==> config.mk <==
export PLATFORM = sky130hd
export DESIGN_NAME = fpcs_flash_ctrl
export DESIGN_NICKNAME = d
export VERILOG_FILES = /design/src/design/fpcs_pkg.sv /design/src/design/fpcs_flash_ctrl.sv
export VERILOG_INCLUDE_DIRS = /design/src /design/src/design
export SDC_FILE = /design/constraint.sdc
export NUM_CORES = 1
export LEC_CHECK = 0
export ABC_AREA = 1
export BUFFER_PORTS_ARGS = -buffer_cell sky130_fd_sc_hd__clkbuf_2
export CORE_MARGIN = 4
export CORE_UTILIZATION = 40
export DETAILED_ROUTE_END_ITERATION = 16
export PLACE_DENSITY_LB_ADDON = 0.3
export SLEW_MARGIN = 20
export SYNTH_ARGS = -nofsm -noshare
export SYNTH_HDL_FRONTEND = slang
export SYNTH_SLANG_ARGS = --single-unit
==> constraint.sdc <==
create_clock -name clk -period 2.5 [get_ports clk]
set_input_delay 0.375 -clock clk [delete_from_list [all_inputs] [get_ports clk]]
set_output_delay 0.375 -clock clk [all_outputs]
set_load 0.05 [all_outputs]
==> src/design/fpcs_defines.svh <==
/*
 * Constants of the flash program control and status block: register
 * offsets, field positions, keys, reset values and lock encodings.
 * Assumes it is included once, by the package; the design module uses its macros without an include.
 */
`ifndef FPCS_DEFINES_SVH
`define FPCS_DEFINES_SVH

// register offsets on the 8-bit register port
`define FPCS_OFS_CTRL        8'h00
`define FPCS_OFS_STATUS      8'h01
`define FPCS_OFS_BANK        8'h02
`define FPCS_OFS_LOCK        8'h03

// control register fields
`define FPCS_KEY_ARM         4'h5
`define FPCS_KEY_FIRE        4'ha
`define FPCS_CTRL_FPS_BIT    3
`define FPCS_CTRL_RESET      4'h0

// special read mappings (low nibble of the control register)
`define FPCS_MAP_XROW        4'h1
`define FPCS_MAP_SECURITY    4'h4
`define FPCS_MAP_FUSE        4'h5
`define FPCS_XROW_LAST       16'h007f
`define FPCS_SPECIAL_OFS     16'h0000
`define FPCS_UPPER_HALF      16'h8000

// flash operation select codes
`define FPCS_OP_USER         3'h0
`define FPCS_OP_XROW         3'h1
`define FPCS_OP_ERASE        3'h2
`define FPCS_OP_LATCH_RST    3'h3
`define FPCS_OP_SECURITY     3'h4
`define FPCS_OP_FUSE         3'h5

// status register bits
`define FPCS_ST_BUSY         0
`define FPCS_ST_SEQERR       1
`define FPCS_ST_LOADED       2
`define FPCS_ST_USERMAP      3

// lock bits {b2,b1,b0}, programmed bit reads 0
`define FPCS_LOCK_LVL1       3'h7
`define FPCS_LOCK_LVL2       3'h6
`define FPCS_LOCK_LVL3       3'h5
`define FPCS_LOCK_LVL4       3'h3
`define FPCS_LOCK_RESET      3'h3

`define FPCS_BANK_RESET      3'h0
`define FPCS_BANK_LOW        3'h0
`define FPCS_PROG_CYCLES     16'd400

`endif

==> src/design/fpcs_pkg.sv <==
/*
 * Types of the flash program control and status block.
 * Assumes fpcs_defines.svh sits on the include path.
 */
package fpcs_pkg;
   `include "fpcs_defines.svh"

   typedef enum logic [1:0] {
      FPCS_SEQ_IDLE  = 2'b00,
      FPCS_SEQ_ARMED = 2'b01,
      FPCS_SEQ_PROG  = 2'b10
   } fpcs_seq_t;

   typedef enum logic [2:0] {
      FPCS_RD_USER     = 3'b000,
      FPCS_RD_BOOT     = 3'b001,
      FPCS_RD_XROW     = 3'b010,
      FPCS_RD_SECURITY = 3'b011,
      FPCS_RD_FUSE     = 3'b100,
      FPCS_RD_EXTERNAL = 3'b101,
      FPCS_RD_BLOCKED  = 3'b110
   } fpcs_rdtgt_t;

   typedef enum logic [1:0] {
      FPCS_LVL1 = 2'b00,
      FPCS_LVL2 = 2'b01,
      FPCS_LVL3 = 2'b10,
      FPCS_LVL4 = 2'b11
   } fpcs_level_t;
endpackage

==> src/design/fpcs_flash_ctrl.sv <==
/*
 * Control and status for the on-chip program flash: activation pair
 * checking, busy and sequence error flags, power-down handling, code
 * read mapping, data write routing and lock level decoding.
 * Assumes the core drives one-cycle strobes on clk and the external
 * access pin arrives asynchronously.
 */
// Strobed register access and the address map were decided locally.
`timescale 1ns/1ps

module fpcs_flash_ctrl
   import fpcs_pkg::*;
#(
   parameter logic [15:0] PROG_CYCLES = `FPCS_PROG_CYCLES
) (
   input  wire logic        clk,
   input  wire logic        sys_rst,
   input  wire logic [7:0]  regAddr,
   input  wire logic [7:0]  regWrData,
   input  wire logic        regWr,
   input  wire logic        regRd,
   output logic      [7:0]  regRdData,
   input  wire logic        movxWr,
   input  wire logic [15:0] movxAddr,
   input  wire logic [7:0]  movxData,
   input  wire logic        movcRd,
   input  wire logic [15:0] movcAddr,
   input  wire logic        fetchExternal,
   input  wire logic        fetchUpperBank,
   input  wire logic        powerDownReq,
   input  wire logic        wakeUp,
   input  wire logic        bootHwEntry,
   input  wire logic        externalAccessPin,
   output logic             flashBusy,
   output logic             sequenceError,
   output logic             latchLoaded,
   output logic             flashSelect,
   output logic             powerDownAck,
   output logic             opStart,
   output logic      [2:0]  opCode,
   output logic      [7:0]  latchWrData,
   output logic             latchWrEn,
   output logic             ramWrEn,
   output logic      [2:0]  readTarget,
   output logic      [2:0]  readBank,
   output logic             readValid,
   output logic      [1:0]  lockLevel,
   output logic             extMovcBlock,
   output logic             parProgBlock,
   output logic             parVerifyBlock,
   output logic             ispWriteBlock,
   output logic             ispReadBlock,
   output logic             extExecBlock
);

   function automatic fpcs_level_t levelOf(input logic [2:0] bits);
      if (bits == `FPCS_LOCK_LVL1) begin
         levelOf = FPCS_LVL1;
      end else if (bits == `FPCS_LOCK_LVL2) begin
         levelOf = FPCS_LVL2;
      end else if (bits == `FPCS_LOCK_LVL3) begin
         levelOf = FPCS_LVL3;
      end else begin
         // unlisted patterns fall back to the strongest protection
         levelOf = FPCS_LVL4;
      end
   endfunction

   function automatic logic isProgOp(input logic [2:0] op);
      isProgOp = (op == `FPCS_OP_USER) || (op == `FPCS_OP_XROW) ||
                 (op == `FPCS_OP_ERASE) || (op == `FPCS_OP_SECURITY) ||
                 (op == `FPCS_OP_FUSE);
   endfunction

   // registers
   fpcs_seq_t   seqState_reg;
   fpcs_seq_t   seqState_next;
   logic [3:0]  ctrl_reg;
   logic [3:0]  ctrl_next;
   logic        busy_reg;
   logic        busy_next;
   logic        seqErr_reg;
   logic        seqErr_next;
   logic        loaded_reg;
   logic        loaded_next;
   logic        userMap_reg;
   logic        userMap_next;
   logic        bootMap_reg;
   logic        select_reg;
   logic        select_next;
   logic [2:0]  bank_reg;
   logic [2:0]  lockBits_reg;
   logic [2:0]  pendLock_reg;
   logic [2:0]  curOp_reg;
   logic [15:0] progCnt_reg;
   logic [15:0] progCnt_next;
   logic        rstSeen_reg;
   logic        eaLatched_reg;
   logic        eaS1_reg;
   logic        eaS2_reg;
   logic        eaS3_reg;
   logic        eaStable_reg;
   logic [7:0]  rdData_reg;
   logic        pdAck_reg;
   logic        opStart_reg;
   logic [2:0]  opCode_reg;
   logic        latchWr_reg;
   logic [7:0]  latchData_reg;
   logic        ramWr_reg;
   logic [2:0]  rdTgt_reg;
   logic [2:0]  rdBank_reg;
   logic        rdValid_reg;

   // decode
   wire         wrCtrl    = regWr && (regAddr == `FPCS_OFS_CTRL);
   wire         wrStatus  = regWr && (regAddr == `FPCS_OFS_STATUS);
   wire         wrBank    = regWr && (regAddr == `FPCS_OFS_BANK);
   wire  [3:0]  wrKey     = regWrData[7:4];
   wire  [2:0]  wrOp      = regWrData[2:0];
   wire         isArm     = wrCtrl && (wrKey == `FPCS_KEY_ARM);
   wire         isFire    = wrCtrl && (wrKey == `FPCS_KEY_FIRE);
   // anything else on the port or the core buses breaks the pair
   wire         otherAcc  = (regWr && !wrCtrl) || regRd || movxWr || movcRd;
   wire         pairOk    = (seqState_reg == FPCS_SEQ_ARMED) && isFire;
   wire         pairBad   = (seqState_reg == FPCS_SEQ_ARMED) &&
                            ((wrCtrl && !isFire) || otherAcc);
   wire         needsData = isProgOp(wrOp) || (wrOp == `FPCS_OP_LATCH_RST);
   wire         emptyErr  = pairOk && needsData && !loaded_reg;
   wire         launch    = pairOk && isProgOp(wrOp) && loaded_reg && !busy_reg;
   wire         latchRst  = pairOk && (wrOp == `FPCS_OP_LATCH_RST) && loaded_reg;
   wire         progDone  = (seqState_reg == FPCS_SEQ_PROG) &&
                            (progCnt_reg == PROG_CYCLES - 16'd1);

   fpcs_level_t level;
   assign level = levelOf(lockBits_reg);
   wire         lvl2Up    = (level != FPCS_LVL1);
   wire         lvl3Up    = (level == FPCS_LVL3) || (level == FPCS_LVL4);
   wire         lvl4Up    = (level == FPCS_LVL4);
   // at level 2 and above the pin value caught at reset is used
   wire         eaEff     = lvl2Up ? eaLatched_reg : eaStable_reg;

   wire         pdAccept  = powerDownReq && !busy_reg;
   wire         latch_space_map_bit       = ctrl_reg[`FPCS_CTRL_FPS_BIT];
   wire         toLatch   = movxWr && latch_space_map_bit && eaEff;
   wire         toRam     = movxWr && !(latch_space_map_bit && eaEff);
   // a load during programming is dropped, old latch data kept
   wire         latchTake = toLatch && !busy_reg;

   // code read mapping
   wire         upperAddr = (movcAddr >= `FPCS_UPPER_HALF);
   wire         isSpecOfs = (movcAddr == `FPCS_SPECIAL_OFS);
   fpcs_rdtgt_t rdTgt;
   logic [2:0]  rdBank;
   always_comb begin
      rdTgt  = FPCS_RD_USER;
      rdBank = `FPCS_BANK_LOW;
      if (fetchExternal) begin
         if (!eaEff || lvl4Up) begin
            rdTgt = FPCS_RD_EXTERNAL;
         end else if (fetchUpperBank && upperAddr) begin
            rdTgt = FPCS_RD_EXTERNAL;
         end else if (lvl2Up) begin
            rdTgt = FPCS_RD_BLOCKED;
         end else begin
            rdBank = upperAddr ? bank_reg : `FPCS_BANK_LOW;
         end
      end else if (ctrl_reg == `FPCS_MAP_XROW && movcAddr <= `FPCS_XROW_LAST) begin
         rdTgt = FPCS_RD_XROW;
      end else if (ctrl_reg == `FPCS_MAP_SECURITY && isSpecOfs) begin
         rdTgt = FPCS_RD_SECURITY;
      end else if (ctrl_reg == `FPCS_MAP_FUSE && isSpecOfs) begin
         rdTgt = FPCS_RD_FUSE;
      end else if (bootMap_reg && !userMap_reg) begin
         rdTgt = FPCS_RD_BOOT;
      end else begin
         rdBank = upperAddr ? bank_reg : `FPCS_BANK_LOW;
      end
   end

   // sequencer
   always_comb begin
      seqState_next = seqState_reg;
      progCnt_next  = progCnt_reg;
      busy_next     = busy_reg;
      case (seqState_reg)
         FPCS_SEQ_IDLE: begin
            if (isArm) begin
               seqState_next = FPCS_SEQ_ARMED;
            end
         end
         FPCS_SEQ_ARMED: begin
            if (launch) begin
               seqState_next = FPCS_SEQ_PROG;
               busy_next     = 1'b1;
               progCnt_next  = 16'd0;
            end else if (isArm) begin
               seqState_next = FPCS_SEQ_ARMED;
            end else if (wrCtrl || otherAcc) begin
               seqState_next = busy_reg ? FPCS_SEQ_PROG : FPCS_SEQ_IDLE;
            end
         end
         FPCS_SEQ_PROG: begin
            progCnt_next = progCnt_reg + 16'd1;
            if (progDone) begin
               seqState_next = FPCS_SEQ_IDLE;
               busy_next     = 1'b0;
            end else if (isArm) begin
               // a new pair may be armed; a fire while busy does not launch
               seqState_next = FPCS_SEQ_ARMED;
            end
         end
         default: begin
            seqState_next = FPCS_SEQ_IDLE;
         end
      endcase
      // armed while a write runs: counting continues, done still clears
      if (seqState_reg == FPCS_SEQ_ARMED && busy_reg) begin
         progCnt_next = progCnt_reg + 16'd1;
         if (progCnt_reg == PROG_CYCLES - 16'd1) begin
            busy_next = 1'b0;
         end
      end
   end

   // flags: hardware set wins over software clear
   always_comb begin
      seqErr_next = seqErr_reg;
      if (wrStatus && !regWrData[`FPCS_ST_SEQERR]) begin
         seqErr_next = 1'b0;
      end
      if (pairOk && !emptyErr) begin
         seqErr_next = 1'b0;
      end
      if (pairBad || emptyErr) begin
         seqErr_next = 1'b1;
      end
   end

   always_comb begin
      loaded_next = loaded_reg;
      // a launch keeps the latches, a latch reset or an accepted power-down empties them
      if (latchRst) begin
         loaded_next = 1'b0;
      end
      if (pdAccept) begin
         loaded_next = 1'b0;
      end else if (latchTake) begin
         loaded_next = 1'b1;
      end
   end

   always_comb begin
      userMap_next = userMap_reg;
      if (wrStatus) begin
         userMap_next = regWrData[`FPCS_ST_USERMAP];
      end else if (movcRd && !fetchExternal && rdTgt == FPCS_RD_USER && bootMap_reg) begin
         // boot code has to remap before every user read
         userMap_next = 1'b0;
      end
   end

   always_comb begin
      select_next = select_reg;
      if (pdAccept) begin
         select_next = 1'b0;
      end else if (wakeUp) begin
         select_next = 1'b1;
      end
   end

   always_comb begin
      ctrl_next = ctrl_reg;
      if (wrCtrl) begin
         // writing zero brings back the normal user mapping
         ctrl_next = regWrData[3:0];
      end
   end

   // read port
   logic [7:0] rdMux;
   always_comb begin
      rdMux = 8'h00;
      if (regAddr == `FPCS_OFS_CTRL) begin
         rdMux = {4'h0, ctrl_reg};
      end else if (regAddr == `FPCS_OFS_STATUS) begin
         rdMux = {4'h0, userMap_reg, loaded_reg, seqErr_reg, busy_reg};
      end else if (regAddr == `FPCS_OFS_BANK) begin
         rdMux = {5'h00, bank_reg};
      end else if (regAddr == `FPCS_OFS_LOCK) begin
         rdMux = {5'h00, lockBits_reg};
      end
   end

   // pin synchroniser, a change counts once stages two and three agree
   always_ff @(posedge clk) begin
      eaS1_reg <= externalAccessPin;
      eaS2_reg <= eaS1_reg;
      eaS3_reg <= eaS2_reg;
      if (eaS2_reg == eaS3_reg) begin
         eaStable_reg <= eaS3_reg;
      end
   end

   always_ff @(posedge clk) begin
      if (sys_rst) begin
         seqState_reg <= FPCS_SEQ_IDLE;
         progCnt_reg  <= 16'd0;
         busy_reg     <= 1'b0;
         seqErr_reg   <= 1'b0;
         loaded_reg   <= 1'b0;
         userMap_reg  <= 1'b0;
         select_reg   <= 1'b1;
         ctrl_reg     <= `FPCS_CTRL_RESET;
         curOp_reg    <= `FPCS_OP_USER;
      end else begin
         seqState_reg <= seqState_next;
         progCnt_reg  <= progCnt_next;
         busy_reg     <= busy_next;
         seqErr_reg   <= seqErr_next;
         loaded_reg   <= loaded_next;
         userMap_reg  <= userMap_next;
         select_reg   <= select_next;
         ctrl_reg     <= ctrl_next;
         if (launch) begin
            curOp_reg <= wrOp;
         end
      end
   end

   // straps caught on the first edge after reset release
   always_ff @(posedge clk) begin
      if (sys_rst) begin
         rstSeen_reg   <= 1'b0;
         bootMap_reg   <= 1'b0;
         eaLatched_reg <= 1'b0;
      end else if (!rstSeen_reg) begin
         rstSeen_reg   <= 1'b1;
         bootMap_reg   <= bootHwEntry;
         eaLatched_reg <= eaStable_reg;
      end
   end

   always_ff @(posedge clk) begin
      if (sys_rst) begin
         bank_reg     <= `FPCS_BANK_RESET;
         lockBits_reg <= `FPCS_LOCK_RESET;
         pendLock_reg <= `FPCS_LOCK_LVL1;
      end else begin
         if (wrBank) begin
            bank_reg <= regWrData[2:0];
         end
         if (latchTake && ctrl_reg[2:0] == `FPCS_OP_SECURITY) begin
            pendLock_reg <= movxData[2:0];
         end
         if (progDone && curOp_reg == `FPCS_OP_SECURITY) begin
            // bits only go to programmed without a full erase
            lockBits_reg <= lockBits_reg & pendLock_reg;
         end
      end
   end

   always_ff @(posedge clk) begin
      if (sys_rst) begin
         rdData_reg    <= 8'h00;
         pdAck_reg     <= 1'b0;
         opStart_reg   <= 1'b0;
         opCode_reg    <= `FPCS_OP_USER;
         latchWr_reg   <= 1'b0;
         latchData_reg <= 8'h00;
         ramWr_reg     <= 1'b0;
         rdTgt_reg     <= FPCS_RD_USER;
         rdBank_reg    <= `FPCS_BANK_LOW;
         rdValid_reg   <= 1'b0;
      end else begin
         rdData_reg    <= regRd ? rdMux : 8'h00;
         pdAck_reg     <= pdAccept;
         opStart_reg   <= launch;
         opCode_reg    <= launch ? wrOp : opCode_reg;
         latchWr_reg   <= latchTake;
         latchData_reg <= latchTake ? movxData : latchData_reg;
         ramWr_reg     <= toRam;
         rdTgt_reg     <= movcRd ? rdTgt : rdTgt_reg;
         rdBank_reg    <= movcRd ? rdBank : rdBank_reg;
         rdValid_reg   <= movcRd;
      end
   end

   // protection outputs follow the decoded level
   logic [1:0] lockLevel_reg;
   logic [5:0] prot_reg;
   always_ff @(posedge clk) begin
      if (sys_rst) begin
         lockLevel_reg <= FPCS_LVL4;
         prot_reg      <= 6'h3f;
      end else begin
         lockLevel_reg <= level;
         prot_reg      <= {lvl4Up,
                           lvl3Up, lvl3Up,
                           lvl2Up, lvl2Up, lvl2Up};
      end
   end

   assign regRdData      = rdData_reg;
   assign flashBusy      = busy_reg;
   assign sequenceError  = seqErr_reg;
   assign latchLoaded    = loaded_reg;
   assign flashSelect    = select_reg;
   assign powerDownAck   = pdAck_reg;
   assign opStart        = opStart_reg;
   assign opCode         = opCode_reg;
   assign latchWrEn      = latchWr_reg;
   assign latchWrData    = latchData_reg;
   assign ramWrEn        = ramWr_reg;
   assign readTarget     = rdTgt_reg;
   assign readBank       = rdBank_reg;
   assign readValid      = rdValid_reg;
   assign lockLevel      = lockLevel_reg;
   assign extMovcBlock   = prot_reg[0];
   assign parProgBlock   = prot_reg[1];
   assign ispWriteBlock  = prot_reg[2];
   assign parVerifyBlock = prot_reg[3];
   assign ispReadBlock   = prot_reg[4];
   assign extExecBlock   = prot_reg[5];

endmodule

== Word-level counts from Yosys, hierarchy flattened ==
Cells that the tools add are included.

* Flip-flop bits (word level): 81
* Output and inout port bits: 42
* Word-level logic and storage cells: 186

* Add/sub/neg operators: 1
* Order comparisons: 2
* Equal/unequal tests: 26
* Mux-type cells: 50
* Bitwise gates (word level): 2
* Reduce and logical (&&, ||, !) cells: 74

{| class="wikitable"
|+ Operator list
! operator !! number
|-
| $mux 3 || 18
|-
| $logic_and 1x1->1 || 36
|-
| $mux 16 || 2
|-
| $pmux 16 s2 || 1
|-
| $eq 3x3->1 const B || 7
|-
| $mux 1 || 17
|-
| $add 16x1->16 const B || 1
|-
| $eq 16x9->1 const B || 1
|-
| $eq 8x2->1 const B || 2
|-
| $ge 16x16->1 const B || 1
|-
| $le 16x7->1 const B || 1
|-
| $logic_not 16->1 || 1
|-
| $mux 2 || 8
|-
| $logic_or 1x1->1 || 13
|-
| $eq 4x3->1 const B || 3
|-
| $logic_not 1->1 || 10
|-
| $eq 8x1->1 const B || 1
|-
| $logic_not 8->1 || 1
|-
| $mux 4 || 2
|-
| $reduce_bool 2->1 || 4
|-
| $eq 2x2->1 const B || 3
|-
| $eq 3x2->1 const B || 2
|-
| $logic_not 3->1 || 2
|-
| $pmux 2 s3 || 1
|-
| other kinds (15) || 17
|}

== Longest topological paths before layout ==
* Word-level depth: 15
* Mapped depth: 11
* Gate-level depth less buffers: 11

== Worst setup path after synthesis ==
OpenSTA, ideal clock, no wires.

* Path type: register -> register
* Start: register busy_reg (netlist: flashBusy)
* End: register pendLock_reg[0]
* Library setup time: 133 ps
* Arrival: 1620 ps
* Required time: 2367 ps
* Slack: 747 ps
* Cell stages (with the launch flop): 8
* Path buffers: 0
* Period minus slack after synthesis: 1753 ps
* Path through: dfxtp_1 inv_1 nand4_1 clkinv_1 nand3_1 inv_1 nand2_1 nand3_1

* Cells in the longest elaborated chain, start to end: 3

{| class="wikitable"
|+ RTL lines
! what !! line !! RTL
|-
| from (decl) || fpcs_flash_ctrl.sv:80 || <nowiki>logic busy_reg;</nowiki>
|-
| from (signal assigned) || fpcs_flash_ctrl.sv:318 || <nowiki>busy_reg <= busy_next;</nowiki>
|-
| $logic_not 1->1 || fpcs_flash_ctrl.sv:147 || <nowiki>wire latchTake = toLatch && !busy_reg;</nowiki>
|-
| $logic_and 1x1->1 || fpcs_flash_ctrl.sv:147 ||
|-
| $logic_and 1x1->1 (no source line) || -- ||
|-
| to (signal assigned) || fpcs_flash_ctrl.sv:347 || <nowiki>pendLock_reg <= `FPCS_LOCK_LVL1;</nowiki>
|-
| to (signal assigned) || fpcs_flash_ctrl.sv:353 || <nowiki>pendLock_reg <= movxData[2:0];</nowiki>
|-
| to (decl) || fpcs_flash_ctrl.sv:93 || <nowiki>logic [2:0] pendLock_reg;</nowiki>
|}

Every way passes these cells.
A chain may end at the register's enable or synchronous reset.

== Final worst setup path ==
* Start: register seqState_reg[1]
* End: register progCnt_reg[9]

* Cells in the longest elaborated chain, start to end: 7
* Elaborated cells on any way between the ends: 12
* Those cells by class: 3 x eq/ne; 2 x mux; 7 x reduce/logical

{| class="wikitable"
|+ RTL lines
! what !! line !! RTL
|-
| from (decl) || fpcs_flash_ctrl.sv:76 || <nowiki>fpcs_seq_t seqState_reg;</nowiki>
|-
| from (signal assigned) || fpcs_flash_ctrl.sv:316 || <nowiki>seqState_reg <= seqState_next;</nowiki>
|-
| $eq 2x1->1 || fpcs_flash_ctrl.sv:124, fpcs_flash_ctrl.sv:185, fpcs_flash_ctrl.sv:217 ||
|-
| $logic_and 1x1->1 || fpcs_flash_ctrl.sv:124 || <nowiki>wire pairOk = (seqState_reg == FPCS_SEQ_ARMED) && isFire;</nowiki>
|-
| $logic_and 1x1->1 (3 in series) || fpcs_flash_ctrl.sv:129 || <nowiki>wire launch = pairOk && isProgOp(wrOp) && loaded_reg && !busy_reg;</nowiki>
|-
| $ne 3x2->1 (no source line) || -- ||
|-
| $reduce_and 2->1 (no source line) || -- ||
|-
| to (signal assigned) || fpcs_flash_ctrl.sv:317 || <nowiki>progCnt_reg <= progCnt_next;</nowiki>
|-
| to (decl) || fpcs_flash_ctrl.sv:95 || <nowiki>logic [15:0] progCnt_reg;</nowiki>
|}

Parallel ways exist; a longest one is shown, timed or not.

==> impl_metrics.tcl <==
set metrics [dict create \
    final_common_cell "nand2_1" \
    maxCapViolations 0 \
    post_drt_wl_per_cell_um 13.1 \
    post-route-util_pct 49.8 \
    status "finished, final reports clean" \
    power.leakage_nw 1.85 \
    post_cts_buffers 0 \
    die_h_um 105 \
    finClkSkew_ns 0.0119 \
    cp_max_fo 10 \
    slew_violations 0 \
    syn_inst 536 \
    relSlewSlack_pct 55.7 \
    clkSinkCount 73 \
    grt_max_degree 37 \
    initial_core_util_pct 41.9 \
    clock_path_buffers 2 \
    routedLengthMet1_um 4560 \
    ys_warn_count 0 \
    grt_pass1_vias 3584 \
    start_kind "register" \
    avgViaCountPerCell 5.15 \
    highest_layer "met4" \
    crit_slowest_cell "or2_0" \
    path_common_cell "inv_1" \
    dieArea_um2 10900 \
    layout_common_cells "nand2_1 (134), clkbuf_2 (89), dfxtp_1 (72), a21oi_1 (57), nor2_1 (51)" \
    syn_area_um2 3720 \
    post-route-period-util_pct 82.7 \
    synthDistinctLibCells 46 \
    fmaxAchievable_mhz 484 \
    wirelength_um 9640 \
    clk_pin_slew_ns 0.08 \
    drive_gt1_share_pct 20.7 \
    cts_resized 0 \
    fin_crit_ns 2.07 \
    postRouteAntennaNets 0 \
    final_cells 735 \
    nets 695 \
    seq_area_frac_synth_pct 39.5 \
    hold_ws_ns 0.122 \
    critPathKind "reg -> reg" \
    drt_iter0_markers 251 \
    hold_viol 0 \
    switching_power_uw 606 \
    p_total_mw 2.31 \
    dpl_cell_area_um2 4220 \
    port-buffer-count 89 \
    rsz0062_at_grt "no" \
    ios 110 \
    cts_max_level 3 \
    combPwrFrac_pct 7.4 \
    ctsRootBufferMaster "clkbuf_8" \
    p_per_area_nw_per_um2 522 \
    largest_reg_flops 16 \
    fin_area_um2 4430 \
    grt_pass1_wl_um 16200 \
    wl_met2_um 4180 \
    worstMarginPinSlew_ns 0.665 \
    hp-class "in -> reg" \
    row_count 34 \
    path_buf_inv 3 \
    clkLatencyLatePin_ns 0.35 \
    arrival_ns 2.34 \
    cp.required_ns 2.77 \
    worstPathCellList "inv_1, ha_1, nand2_2, inv_1, or2_0, buf_4, nand3_1, a21oi_1" \
    vias 3785 \
    p_seq_share_pct 51.3 \
    antenna-diode-count 0 \
    track_usage_pct 17.7 \
    antenna_found_initial 0 \
    place_inst 719 \
    coreArea_um2 8890 \
    crit_path_end_kind "register" \
    clkPwrFrac_pct 41.2 \
    vdd.ir_drop.worst_v 0.000333 \
    dp_hpwl_um 7380 \
    fin_ws_ns 0.432 \
    place.gp.congestion 0.915 \
    met3_length_um 768 \
    switching_share_pct 26.2 \
    cts_buffers 9 \
    synth.avg_cell_area_um2 6.95 \
    tns_ns 0 \
    p_int_mw 1.70 \
    cp_top_family "simple AND/OR/NAND/NOR gates" \
    cts_tree "built" \
    setup_viol 0 \
    gr-total-overflow 0 \
    critPathMaxStageDelay_ns 0.53 \
    dr.pass1.iters 5 \
    ys_ff_latch 73 \
    place_ws_ns 0.484 \
    drc 0 \
    holdBufCountCts 0 \
    die_w_um 105 \
    syn_to_final_growth_pct 18.8 \
]
==> kinds of logic after synthesis <==
family	Yosys count	share of synthesized area [%]
simple gates	273	33.3
compound gates	98	14.5
buf+inv	80	9.54
flops	73	39.5
xor+xnor	6	1.41
fa+ha+maj	5	1.68
other cells	1	0.101
==> worst paths after layout <==
kind	from	endpoint	cells after the start	slack [ns]
max	seqState_reg[1]	progCnt_reg[9]	8	0.43
min	externalAccessPin	eaS1_reg	1	0.12
max reg2reg	seqState_reg[1]	progCnt_reg[9]	8	0.43
min reg2reg	eaS1_reg	eaS2_reg	0	0.33
==> layer usage <==
metal | GRT usage [%] | up-vias
met4 | 5.89 | 0
li1 | - | 1926
met5 | 0 | -
met1 | 23.6 | 1697
met3 | 5.40 | 18
met2 | 27.4 | 144
==> Yosys cell counts, drive strengths merged <==
| cell | count | share of area [%] |
|---|---|---|
| nand2b | 1 | 0.17 |
| nand3 | 45 | 6.5 |
| a41oi | 3 | 0.71 |
| o31ai | 4 | 0.81 |
| o21ai | 23 | 3.1 |
| xor2 | 4 | 0.94 |
| xnor2 | 2 | 0.47 |
| or2 | 3 | 0.50 |
| a21o | 1 | 0.20 |
| o211ai | 4 | 0.81 |
| clkinv | 3 | 0.30 |
| nor3b | 1 | 0.20 |
| nand4 | 13 | 2.4 |
| nor2 | 56 | 6.2 |
| dfxtp | 72 | 39 |
| a221oi | 1 | 0.24 |
| conb | 1 | 0.10 |
| ha | 5 | 1.7 |
| nand2 | 137 | 14 |
| edfxtp | 1 | 0.81 |
| o221ai | 1 | 0.24 |
| buf | 14 | 2.9 |
| and2 | 2 | 0.34 |
| nor3 | 10 | 1.6 |
| a21oi | 57 | 7.7 |
| o211a | 1 | 0.27 |
| a31oi | 3 | 0.50 |
| inv | 53 | 5.3 |
| clkbuf | 10 | 1.0 |
| nor4 | 5 | 1.0 |
==> final cells by class <==
class,instances,area (um^2)
timing repair buffer,96,498
tap,108,135
inverter,56,210
sequential,73,1470
multi-input combinational,386,1910
fill,921,4470
clock buffer,9,124
clock inverter,7,77.6
==> power by group through the flow <==
stage / clock [mW] / combinational [mW] / sequential (mW)
4_1_cts: 0.976 / 0.172 / 1.19
2_1_floorplan: 0 / 0.0788 / 1.24
6_report: 0.953 / 0.172 / 1.19
3_5_place_dp: 0 / 0.172 / 1.21
5_1_grt: 1.03 / 0.189 / 1.19
3_3_place_gp: 0 / 0.168 / 1.21
No activity file was read; power rests on OpenSTA's default activity.
